<file path="src/verilog/pcd_pkg.sv">
// Package with offsets, field positions, reset values and carrier types of the port 2 bank.
package pcd_pkg;
  localparam int unsigned ADDR_W = 12;
  localparam int unsigned DATA_W = 16;
  localparam int unsigned MII_ADDR_W = 5;
  localparam logic [11:0] OFS_EGRESS_RATE = 12'h092;
  localparam logic [11:0] OFS_CABLE_DIAG = 12'h094;
  localparam logic [11:0] OFS_LINE_CTRL = 12'h096;
  localparam logic [4:0] MII_BASIC_CTRL = 5'h00;
  localparam logic [4:0] MII_ADVERT = 5'h04;
  localparam logic [4:0] MII_CABLE_DIAG = 5'h1d;
  localparam logic [4:0] MII_SPECIAL_CTRL = 5'h1f;
  localparam int unsigned RATE_W = 7;
  localparam int unsigned FAULT_W = 9;
  // Egress rate register fields.
  localparam int unsigned ER_RSV_HI = 15;
  localparam int unsigned ER_PRIO3_LSB = 8;
  localparam int unsigned ER_RSV_LO = 7;
  localparam int unsigned ER_PRIO2_LSB = 0;
  localparam logic [6:0] ER_RATE_RST = 7'h00;
  // Cable diagnostic register fields.
  localparam int unsigned CD_SHORT = 15;
  localparam int unsigned CD_RES_LSB = 13;
  localparam int unsigned CD_TEST_EN = 12;
  localparam int unsigned CD_FORCE_LINK = 11;
  localparam int unsigned CD_RSV = 10;
  localparam int unsigned CD_REMOTE_LB = 9;
  localparam int unsigned CD_COUNT_LSB = 0;
  localparam logic CD_RSV_RST = 1'b1;
  // Port line control register fields.
  localparam int unsigned LC_RSV = 15;
  localparam int unsigned LC_TX_DIS = 14;
  localparam int unsigned LC_AN_RESTART = 13;
  localparam int unsigned LC_FEF_DIS = 12;
  localparam int unsigned LC_PWR_DN = 11;
  localparam int unsigned LC_MDIX_DIS = 10;
  localparam int unsigned LC_FORCE_MDIX = 9;
  localparam int unsigned LC_FAR_LB = 8;
  localparam int unsigned LC_AN_EN = 7;
  localparam int unsigned LC_SPEED = 6;
  localparam int unsigned LC_DUPLEX = 5;
  localparam int unsigned LC_ADV_PAUSE = 4;
  localparam int unsigned LC_ADV_100FD = 3;
  localparam int unsigned LC_ADV_100HD = 2;
  localparam logic LC_AN_EN_RST = 1'b1;
  localparam logic LC_SPEED_RST = 1'b1;
  localparam logic LC_DUPLEX_RST = 1'b1;
  localparam logic LC_ADV_RST = 1'b1;
  // PHY management basic control fields.
  localparam int unsigned BC_FAR_LB = 14;
  localparam int unsigned BC_SPEED = 13;
  localparam int unsigned BC_AN_EN = 12;
  localparam int unsigned BC_PWR_DN = 11;
  localparam int unsigned BC_AN_RESTART = 9;
  localparam int unsigned BC_DUPLEX = 8;
  localparam int unsigned BC_FORCE_MDIX = 4;
  localparam int unsigned BC_MDIX_DIS = 3;
  localparam int unsigned BC_FEF_DIS = 2;
  localparam int unsigned BC_TX_DIS = 1;
  // PHY management advertisement fields.
  localparam int unsigned AD_PAUSE = 10;
  localparam int unsigned AD_100FD = 8;
  localparam int unsigned AD_100HD = 7;
  // PHY management special control fields.
  localparam int unsigned SC_FORCE_LINK = 3;
  localparam int unsigned SC_REMOTE_LB = 1;
  // PHY management cable diagnostic fields.
  localparam int unsigned MD_TEST_EN = 15;
  localparam int unsigned MD_RES_LSB = 13;
  localparam int unsigned MD_SHORT = 12;
  localparam int unsigned MD_COUNT_LSB = 0;
  // Cable test outcome codes.
  localparam logic [1:0] CDT_NORMAL = 2'h0;
  localparam logic [1:0] CDT_OPEN = 2'h1;
  localparam logic [1:0] CDT_SHORT = 2'h2;
  localparam logic [1:0] CDT_FAILED = 2'h3;
  // Egress queue configuration codes.
  localparam logic [1:0] QUEUES_ONE = 2'h0;
  localparam logic [1:0] QUEUES_TWO = 2'h1;
  localparam logic [1:0] QUEUES_FOUR = 2'h2;

  typedef struct packed {
    logic near_short;
    logic [1:0] outcome;
    logic [8:0] distance;
  } pcd_cdt_result_type;

  typedef struct packed {
    logic tx_disable;
    logic power_down;
    logic fef_detect_en;
    logic auto_mdix_en;
    logic force_mdix;
    logic far_loopback;
    logic remote_loopback;
    logic force_link;
    logic an_enable;
    logic speed_100;
    logic full_duplex;
    logic adv_pause;
    logic adv_100fd;
    logic adv_100hd;
  } pcd_line_ctrl_type;
endpackage

</file>
<file path="src/verilog/pcd_port2_bank.sv">
// Port 2 rate, cable diagnostic and line control register bank.
`timescale 1ns/1ps
module pcd_port2_bank (
  // Clock, reset and enable.
  input wire logic mclk_i,
  input wire logic srst_i,
  input wire logic ce_i,
  // Switch register port.
  input wire logic [pcd_pkg::ADDR_W-1:0] reg_addr_i,
  input wire logic [pcd_pkg::DATA_W-1:0] reg_wdata_i,
  input wire logic reg_we_i,
  input wire logic reg_re_i,
  output logic [pcd_pkg::DATA_W-1:0] reg_rdata_o,
  // PHY management register port.
  input wire logic [pcd_pkg::MII_ADDR_W-1:0] mii_addr_i,
  input wire logic [pcd_pkg::DATA_W-1:0] mii_wdata_i,
  input wire logic mii_we_i,
  input wire logic mii_re_i,
  output logic [pcd_pkg::DATA_W-1:0] mii_rdata_o,
  // Egress shaper interface.
  input wire logic [1:0] egress_queue_mode_i,
  output logic [pcd_pkg::RATE_W-1:0] egress_limit_p2_o,
  output logic [pcd_pkg::RATE_W-1:0] egress_limit_p3_o,
  output logic egress_limit_p2_en_o,
  output logic egress_limit_p3_en_o,
  // Cable tester interface.
  output logic cdt_start_o,
  input wire logic cdt_done_i,
  input wire pcd_pkg::pcd_cdt_result_type cdt_result_i,
  // Negotiation and link interface.
  input wire logic an_restart_ack_i,
  input wire logic an_failed_i,
  input wire logic an_speed_100_i,
  input wire logic an_full_duplex_i,
  input wire logic link_detect_i,
  input wire logic fibre_mode_i,
  output logic link_pass_o,
  output logic an_restart_o,
  output logic speed_100_o,
  output logic full_duplex_o,
  output pcd_pkg::pcd_line_ctrl_type line_ctrl_o
);
  import pcd_pkg::*;

  logic [RATE_W-1:0] rate_p3_q;
  logic [RATE_W-1:0] rate_p2_q;
  logic er_rsv_hi_q;
  logic er_rsv_lo_q;
  logic near_short_q;
  logic [1:0] outcome_q;
  logic test_en_q;
  logic force_link_q;
  logic cd_rsv_q;
  logic remote_lb_q;
  logic [FAULT_W-1:0] fault_distance_count_q;
  logic lc_rsv_q;
  logic tx_dis_q;
  logic an_restart_q;
  logic fef_dis_q;
  logic pwr_dn_q;
  logic mdix_dis_q;
  logic force_mdix_q;
  logic far_lb_q;
  logic an_en_q;
  logic speed_q;
  logic duplex_q;
  logic adv_pause_q;
  logic adv_100fd_q;
  logic adv_100hd_q;
  logic cdt_start_q;
  logic an_restart_pulse_q;
  logic [DATA_W-1:0] reg_rdata_q;
  logic [DATA_W-1:0] mii_rdata_q;
  logic sw_er, sw_cd, sw_lc, mi_bc, mi_ad, mi_sc, mi_cd;
  logic start_req;
  logic restart_req;
  logic [DATA_W-1:0] er_view, cd_view, lc_view, bc_view, ad_view, sc_view, md_view;

  // Write decode for both paths.
  always_comb begin
    sw_er = reg_we_i && (reg_addr_i == OFS_EGRESS_RATE);
    sw_cd = reg_we_i && (reg_addr_i == OFS_CABLE_DIAG);
    sw_lc = reg_we_i && (reg_addr_i == OFS_LINE_CTRL);
    mi_bc = mii_we_i && (mii_addr_i == MII_BASIC_CTRL);
    mi_ad = mii_we_i && (mii_addr_i == MII_ADVERT);
    mi_sc = mii_we_i && (mii_addr_i == MII_SPECIAL_CTRL);
    mi_cd = mii_we_i && (mii_addr_i == MII_CABLE_DIAG);
  end

  assign start_req = (sw_cd && reg_wdata_i[CD_TEST_EN]) || (mi_cd && mii_wdata_i[MD_TEST_EN]);
  assign restart_req = (sw_lc && reg_wdata_i[LC_AN_RESTART])
                       || (mi_bc && mii_wdata_i[BC_AN_RESTART]);

  always_ff @(posedge mclk_i) begin
    if (srst_i) begin
      rate_p3_q <= ER_RATE_RST;
      rate_p2_q <= ER_RATE_RST;
      er_rsv_hi_q <= 1'b0;
      er_rsv_lo_q <= 1'b0;
    end else if (ce_i && sw_er) begin
      rate_p3_q <= reg_wdata_i[ER_PRIO3_LSB +: RATE_W];
      rate_p2_q <= reg_wdata_i[ER_PRIO2_LSB +: RATE_W];
      er_rsv_hi_q <= reg_wdata_i[ER_RSV_HI];
      er_rsv_lo_q <= reg_wdata_i[ER_RSV_LO];
    end
  end

  always_ff @(posedge mclk_i) begin
    if (srst_i) begin
      test_en_q <= 1'b0;
      cdt_start_q <= 1'b0;
    end else if (ce_i) begin
      cdt_start_q <= start_req && !test_en_q;
      if (start_req) begin
        test_en_q <= 1'b1;
      end else if (cdt_done_i) begin
        test_en_q <= 1'b0;
      end
    end
  end

  always_ff @(posedge mclk_i) begin
    if (srst_i) begin
      near_short_q <= 1'b0;
      outcome_q <= CDT_NORMAL;
      fault_distance_count_q <= '0;
    end else if (ce_i && cdt_done_i && test_en_q) begin
      near_short_q <= cdt_result_i.near_short;
      outcome_q <= cdt_result_i.outcome;
      fault_distance_count_q <= cdt_result_i.distance;
    end
  end

  always_ff @(posedge mclk_i) begin
    if (srst_i) begin
      force_link_q <= 1'b0;
      remote_lb_q <= 1'b0;
      cd_rsv_q <= CD_RSV_RST;
    end else if (ce_i) begin
      if (sw_cd) begin
        force_link_q <= reg_wdata_i[CD_FORCE_LINK];
        remote_lb_q <= reg_wdata_i[CD_REMOTE_LB];
        cd_rsv_q <= reg_wdata_i[CD_RSV];
      end else if (mi_sc) begin
        force_link_q <= mii_wdata_i[SC_FORCE_LINK];
        remote_lb_q <= mii_wdata_i[SC_REMOTE_LB];
      end
    end
  end

  always_ff @(posedge mclk_i) begin
    if (srst_i) begin
      an_restart_q <= 1'b0;
      an_restart_pulse_q <= 1'b0;
    end else if (ce_i) begin
      an_restart_pulse_q <= restart_req && !an_restart_q;
      if (restart_req) begin
        an_restart_q <= 1'b1;
      end else if (an_restart_ack_i) begin
        an_restart_q <= 1'b0;
      end
    end
  end

  always_ff @(posedge mclk_i) begin
    if (srst_i) begin
      lc_rsv_q <= 1'b0;
      tx_dis_q <= 1'b0;
      fef_dis_q <= 1'b0;
      pwr_dn_q <= 1'b0;
      mdix_dis_q <= 1'b0;
      force_mdix_q <= 1'b0;
      far_lb_q <= 1'b0;
      an_en_q <= LC_AN_EN_RST;
      speed_q <= LC_SPEED_RST;
      duplex_q <= LC_DUPLEX_RST;
    end else if (ce_i) begin
      if (sw_lc) begin
        lc_rsv_q <= reg_wdata_i[LC_RSV];
        tx_dis_q <= reg_wdata_i[LC_TX_DIS];
        fef_dis_q <= reg_wdata_i[LC_FEF_DIS];
        pwr_dn_q <= reg_wdata_i[LC_PWR_DN];
        mdix_dis_q <= reg_wdata_i[LC_MDIX_DIS];
        force_mdix_q <= reg_wdata_i[LC_FORCE_MDIX];
        far_lb_q <= reg_wdata_i[LC_FAR_LB];
        an_en_q <= reg_wdata_i[LC_AN_EN];
        speed_q <= reg_wdata_i[LC_SPEED];
        duplex_q <= reg_wdata_i[LC_DUPLEX];
      end else if (mi_bc) begin
        tx_dis_q <= mii_wdata_i[BC_TX_DIS];
        fef_dis_q <= mii_wdata_i[BC_FEF_DIS];
        pwr_dn_q <= mii_wdata_i[BC_PWR_DN];
        mdix_dis_q <= mii_wdata_i[BC_MDIX_DIS];
        force_mdix_q <= mii_wdata_i[BC_FORCE_MDIX];
        far_lb_q <= mii_wdata_i[BC_FAR_LB];
        an_en_q <= mii_wdata_i[BC_AN_EN];
        speed_q <= mii_wdata_i[BC_SPEED];
        duplex_q <= mii_wdata_i[BC_DUPLEX];
      end
    end
  end

  always_ff @(posedge mclk_i) begin
    if (srst_i) begin
      adv_pause_q <= LC_ADV_RST;
      adv_100fd_q <= LC_ADV_RST;
      adv_100hd_q <= LC_ADV_RST;
    end else if (ce_i) begin
      if (sw_lc) begin
        adv_pause_q <= reg_wdata_i[LC_ADV_PAUSE];
        adv_100fd_q <= reg_wdata_i[LC_ADV_100FD];
        adv_100hd_q <= reg_wdata_i[LC_ADV_100HD];
      end else if (mi_ad) begin
        adv_pause_q <= mii_wdata_i[AD_PAUSE];
        adv_100fd_q <= mii_wdata_i[AD_100FD];
        adv_100hd_q <= mii_wdata_i[AD_100HD];
      end
    end
  end

  // Register views for both read paths.
  always_comb begin
    er_view = '0;
    er_view[ER_RSV_HI] = er_rsv_hi_q;
    er_view[ER_PRIO3_LSB +: RATE_W] = rate_p3_q;
    er_view[ER_RSV_LO] = er_rsv_lo_q;
    er_view[ER_PRIO2_LSB +: RATE_W] = rate_p2_q;
    cd_view = '0;
    cd_view[CD_SHORT] = near_short_q;
    cd_view[CD_RES_LSB +: 2] = outcome_q;
    cd_view[CD_TEST_EN] = test_en_q;
    cd_view[CD_FORCE_LINK] = force_link_q;
    cd_view[CD_RSV] = cd_rsv_q;
    cd_view[CD_REMOTE_LB] = remote_lb_q;
    cd_view[CD_COUNT_LSB +: FAULT_W] = fault_distance_count_q;
    lc_view = '0;
    lc_view[LC_RSV] = lc_rsv_q;
    lc_view[LC_TX_DIS] = tx_dis_q;
    lc_view[LC_AN_RESTART] = an_restart_q;
    lc_view[LC_FEF_DIS] = fef_dis_q;
    lc_view[LC_PWR_DN] = pwr_dn_q;
    lc_view[LC_MDIX_DIS] = mdix_dis_q;
    lc_view[LC_FORCE_MDIX] = force_mdix_q;
    lc_view[LC_FAR_LB] = far_lb_q;
    lc_view[LC_AN_EN] = an_en_q;
    lc_view[LC_SPEED] = speed_q;
    lc_view[LC_DUPLEX] = duplex_q;
    lc_view[LC_ADV_PAUSE] = adv_pause_q;
    lc_view[LC_ADV_100FD] = adv_100fd_q;
    lc_view[LC_ADV_100HD] = adv_100hd_q;
    bc_view = '0;
    bc_view[BC_FAR_LB] = far_lb_q;
    bc_view[BC_SPEED] = speed_q;
    bc_view[BC_AN_EN] = an_en_q;
    bc_view[BC_PWR_DN] = pwr_dn_q;
    bc_view[BC_AN_RESTART] = an_restart_q;
    bc_view[BC_DUPLEX] = duplex_q;
    bc_view[BC_FORCE_MDIX] = force_mdix_q;
    bc_view[BC_MDIX_DIS] = mdix_dis_q;
    bc_view[BC_FEF_DIS] = fef_dis_q;
    bc_view[BC_TX_DIS] = tx_dis_q;
    ad_view = '0;
    ad_view[AD_PAUSE] = adv_pause_q;
    ad_view[AD_100FD] = adv_100fd_q;
    ad_view[AD_100HD] = adv_100hd_q;
    sc_view = '0;
    sc_view[SC_FORCE_LINK] = force_link_q;
    sc_view[SC_REMOTE_LB] = remote_lb_q;
    md_view = '0;
    md_view[MD_TEST_EN] = test_en_q;
    md_view[MD_RES_LSB +: 2] = outcome_q;
    md_view[MD_SHORT] = near_short_q;
    md_view[MD_COUNT_LSB +: FAULT_W] = fault_distance_count_q;
  end

  // Switch port read data, zero for unmapped addresses.
  always_ff @(posedge mclk_i) begin
    if (srst_i) begin
      reg_rdata_q <= '0;
    end else if (ce_i) begin
      if (!reg_re_i) begin
        reg_rdata_q <= '0;
      end else if (reg_addr_i == OFS_EGRESS_RATE) begin
        reg_rdata_q <= er_view;
      end else if (reg_addr_i == OFS_CABLE_DIAG) begin
        reg_rdata_q <= cd_view;
      end else if (reg_addr_i == OFS_LINE_CTRL) begin
        reg_rdata_q <= lc_view;
      end else begin
        reg_rdata_q <= '0;
      end
    end
  end

  // Management port read data, zero for unmapped addresses.
  always_ff @(posedge mclk_i) begin
    if (srst_i) begin
      mii_rdata_q <= '0;
    end else if (ce_i) begin
      if (!mii_re_i) begin
        mii_rdata_q <= '0;
      end else if (mii_addr_i == MII_BASIC_CTRL) begin
        mii_rdata_q <= bc_view;
      end else if (mii_addr_i == MII_ADVERT) begin
        mii_rdata_q <= ad_view;
      end else if (mii_addr_i == MII_SPECIAL_CTRL) begin
        mii_rdata_q <= sc_view;
      end else if (mii_addr_i == MII_CABLE_DIAG) begin
        mii_rdata_q <= md_view;
      end else begin
        mii_rdata_q <= '0;
      end
    end
  end

  assign reg_rdata_o = reg_rdata_q;
  assign mii_rdata_o = mii_rdata_q;
  assign cdt_start_o = cdt_start_q;
  assign an_restart_o = an_restart_pulse_q;

  // Limits apply only with four queues.
  always_comb begin
    egress_limit_p2_o = rate_p2_q;
    egress_limit_p3_o = rate_p3_q;
    egress_limit_p2_en_o = (egress_queue_mode_i == QUEUES_FOUR) && (rate_p2_q != ER_RATE_RST);
    egress_limit_p3_en_o = (egress_queue_mode_i == QUEUES_FOUR) && (rate_p3_q != ER_RATE_RST);
  end

  assign link_pass_o = force_link_q || link_detect_i;
  assign speed_100_o = an_en_q ? an_speed_100_i : speed_q;
  assign full_duplex_o = an_en_q ? (an_full_duplex_i && !an_failed_i) : duplex_q;

  // Line control outputs.
  always_comb begin
    line_ctrl_o.tx_disable = tx_dis_q;
    line_ctrl_o.power_down = pwr_dn_q;
    line_ctrl_o.fef_detect_en = fibre_mode_i && !fef_dis_q;
    line_ctrl_o.auto_mdix_en = !mdix_dis_q;
    line_ctrl_o.force_mdix = mdix_dis_q && force_mdix_q;
    line_ctrl_o.far_loopback = far_lb_q;
    line_ctrl_o.remote_loopback = remote_lb_q;
    line_ctrl_o.force_link = force_link_q;
    line_ctrl_o.an_enable = an_en_q;
    line_ctrl_o.speed_100 = speed_q;
    line_ctrl_o.full_duplex = duplex_q;
    line_ctrl_o.adv_pause = adv_pause_q;
    line_ctrl_o.adv_100fd = adv_100fd_q;
    line_ctrl_o.adv_100hd = adv_100hd_q;
  end
endmodule // pcd_port2_bank
</file>
<file path="config.mk">
export PLATFORM = sky130hd
export DESIGN_NAME = pcd_port2_bank
export DESIGN_NICKNAME = d
export VERILOG_FILES = /design/src/verilog/pcd_pkg.sv /design/src/verilog/pcd_port2_bank.sv
export SDC_FILE = /design/constraint.sdc
export NUM_CORES = 1
export LEC_CHECK = 0
export ABC_AREA = 1
export BUFFER_PORTS_ARGS = -buffer_cell sky130_fd_sc_hd__buf_2
export CAP_MARGIN = 20
export CORE_MARGIN = 2
export CORE_UTILIZATION = 35
export DETAILED_ROUTE_END_ITERATION = 8
export GPL_TIMING_DRIVEN = 1
export HOLD_SLACK_MARGIN = 0.03
export PLACE_DENSITY = 0.58
export SYNTH_ARGS = -nofsm -noshare
export SYNTH_HDL_FRONTEND = slang
export SYNTH_SLANG_ARGS = --single-unit
</file>
<file path="constraint.sdc">
create_clock -name mclk_i -period 1.9 [get_ports mclk_i]
set_clock_uncertainty 0.15 [all_clocks]
set_input_delay 0.475 -clock mclk_i [delete_from_list [all_inputs] [get_ports mclk_i]]
set_output_delay 0.475 -clock mclk_i [all_outputs]
set_load 0.05 [all_outputs]
</file>
==> impl_metrics.yaml <==
run_status:
  status: "finished, violations left"
  violations: "setup timing"
final_layout:
  drive_above_1_share_pct: 30.0
  final_nets: 866
  nFillCells: 1256
  diodes: 0
  design_area_mm2: 0.00564
  regArea_mm2: 0.00161
  area_growth_syn_to_layout_pct: 33.3
  multi_input_area_mm2: 0.00208
critical_path:
  worstPathCellList: "inv_2, nand4_1, nor4_2, buf_4, nor3_4, buf_6"
  worstRegToRegCells: 6
  worst-endpoint-arrival_ns: 1.36
  critPathTopFamily: "buffers and inverters"
  r2r-end: "reg_rdata_o[2]$_SDFFE_PP0P_"
  cp-start-kind: "flip-flop"
  reg2reg_slack_ns: 0.61
  slowest_delay_ns: 0.32
  critPathBufInv: 3
  crit_start: "egress_limit_p3_o[3]$_SDFFE_PP0P_"
  crit_type: "reg -> out"
  slowest_stage: "dfxtp_2"
  rr_startpoint: "adv_100hd_q$_SDFFE_PP1P_"
  endpoint_kind: "output port"
  worstPathMaxFanout: 2
  required_ns: 1.27
detailed_routing:
  dr.max_layer_used: "met4"
  initialDrtViolationCount: 229
  drc_errors: 0
  met1_length_um: 6580
  firstDrtPassIters: 4
  ant_nets: 0
  met3_length_um: 893
  wl_met2_um: 6580
  wire_per_inst_um: 15.1
  postRouteWirelength_um: 14200
  viasPerCell: 4.97
  vias: 4671
global_route:
  grt_max_degree: 44
  grt.overflow.total: 0
  antenna_found_initial: 0
  grt_pass1_wl_um: 22100
  grtUsageTotal_pct: 22.1
  grt_pass1_vias: 4410
hold_path:
  min_from: "reg_wdata_i[0]"
  min_to: "egress_limit_p2_o[0]$_SDFFE_PP0P_"
  hp-class: "in -> reg"
  holdPathStages: 3
synth:
  synth_edf_count: 0
  post-synth-top-area-cell: "dfxtp_1"
  ys_warn_count: 0
  synth_top_area_share_pct: 37.8
  netlist_instances: 638
  ys_seq_area_share_pct: 37.8
  synthTopCellsByArea: "dfxtp_1 (38%), nand2_1 (12%), nand3_1 (11%)"
  async_flop_share_pct: 0
  postSynthAreaPerCell_um2: 6.63
  synth-main-ff-cell: "dfxtp_1"
  yosysUniqueCellTypes: 32
  synth_area_mm2: 0.00423
  synth_seq_cells: 80
  synth_common_cells: "nand2_1 (134), nand3_1 (92), inv_1 (91)"
  yosysMostFrequentCell: "nand2_1"
  synth_fp_nets: 715
timing:
  finalCritPeriodShare_pct: 104
  period_needed_ns: 1.98
  slew-limit-headroom_pct: 74.4
  timing.hold.ws_ns: 0.223
  setup_viol: 2
  finalWorstSetupSlack_ns: -0.0847
  finalHoldViolations: 0
  slew_viol_final: 0
  worstMarginPinSlew_ns: 0.383
  rsz0062_at_grt: "true"
  fmax_mhz: 504
power:
  p_seq_share_pct: 46.9
  p_clk_share_pct: 43.8
  ir_worst_vdd_uv: 295
  power_density_mw_per_mm2: 637
  p_switching_uw: 910
  p_int_mw: 2.68
  total_power_mw: 3.59
  switching_share_pct: 25.3
  power_frac_comb_pct: 9.3
  leakage_nw: 2.82
floorplanning:
  fp.dieW_um: 114
  dieArea_mm2: 0.0130
  coreArea_mm2: 0.0119
  rows: 40
  die_h_um: 114
  start_util_pct: 35.5
  ios: 144
clock_network:
  cts_htree_levels: 3
  worstSkewPairLatency_ns: 0.34
  cts_max_path_buffers: 2
  cts_tree: "built"
  root_buffer: "clkbuf_16"
  cts.sinks: 80
  clkTransAtPathRegs_ns: 0.06
  cts_buffers: 9
  ctsHoldBuffers: 0
place:
  post-dp-hpwl_um: 11100
  place_area_mm2: 0.00530
  gp_congestion: 0.870
  port_buffers: 140
  place_ws_ns: -0.0162
flow_run:
  drv_cap: 0
[cells in the final DEF (no fill, tap or decap), drive strengths merged, types with 2 or more instances in the layout]
cell and n:
nor4 2, o21ai 50, o211ai 4, inv 92, o22ai 4, clkinv 5, a21oi 74, buf 184
nand4 6, dfxtp 80, clkbuf 11, nand2 136, nor2 36, nand3 96, nor3 8
[logic make-up (layout without fill, tap and decap cells)]
family / count (synthesis) / in the layout / share of synthesized area (%)
AND/OR/NAND/NOR: 287 / 287 / 31.4
buffers and inverters: 138 / 293 / 14.2
AO/OA/AOI/OAI: 133 / 133 / 16.5
flip-flops: 80 / 80 / 37.8
[per-layer routing]
layer | GRT usage, % | vias to the layer above
li1 | - | 2364
met5 | 0 | -
met4 | 6.10 | 0
met1 | 29.8 | 2129
met2 | 36.2 | 166
met3 | 4.04 | 12
[worst min-delay path, stage by stage]
cell and delay, ns:
buf_2 0.08, nor3_1 0.04, nor2_1 0.08
[layout make-up]
cell class	instances	share of cell area (%)
Sequential cell	80	28.6
Inverter	93	6.19
Timing Repair Buffer	185	20.3
Clock inverter	5	0.621
Tap cell	147	3.26
Clock buffer	10	4.06
Multi-Input combinational cell	420	37.0
[state kept, by name, summed over array words and instances, names as in the netlist, 2 cells and up]
name,count
egress_limit_p2_o,7
egress_limit_p3_o,7
fault_distance_count_q,9
mii_rdata_o,16
outcome_q,2
reg_rdata_o,16
[through the flow]
step,util (%),std cells,TNS [ns]
floorplan,-,638,-0.112
global placement,44.5,921,0
detailed placement,44.5,921,-0.0317
CTS,47.2,940,-0.237
global route,47.3,940,-0.228
finish,47.3,940,-0.117
[how the worst max path moves through the flow]
stage                                   to  cells past startpoint  slack [ns]
4_1_cts               egress_limit_p3_en_o                      6       -0.17
5_1_grt               egress_limit_p3_en_o                      6       -0.14
6_report              egress_limit_p3_en_o                      6       -0.08
2_1_floorplan         egress_limit_p2_en_o                      2       -0.11
3_5_place_dp   reg_rdata_o[2]$_SDFFE_PP0P_                     10       -0.02
3_3_place_gp   reg_rdata_o[2]$_SDFFE_PP0P_                     10       0.007
[power by group through the flow]
stage / Sequential [mW] / Combinational [mW] / Clock [mW]
2_1_floorplan: 1.72 / 0.172 / 0
3_3_place_gp: 1.72 / 0.326 / 0
3_5_place_dp: 1.72 / 0.330 / 0
4_1_cts: 1.68 / 0.333 / 1.61
5_1_grt: 1.68 / 0.366 / 1.67
6_report: 1.68 / 0.333 / 1.57
[timing repair]
item                                   in CTS  in global routing
gates resized for setup                    14                  3
endpoints found under the hold margin       0                  0
setup endpoints to repair                   3                  4
buffers inserted                            4                  0
pin swaps                                   4                  2
(Power assumes the default switching activity.)
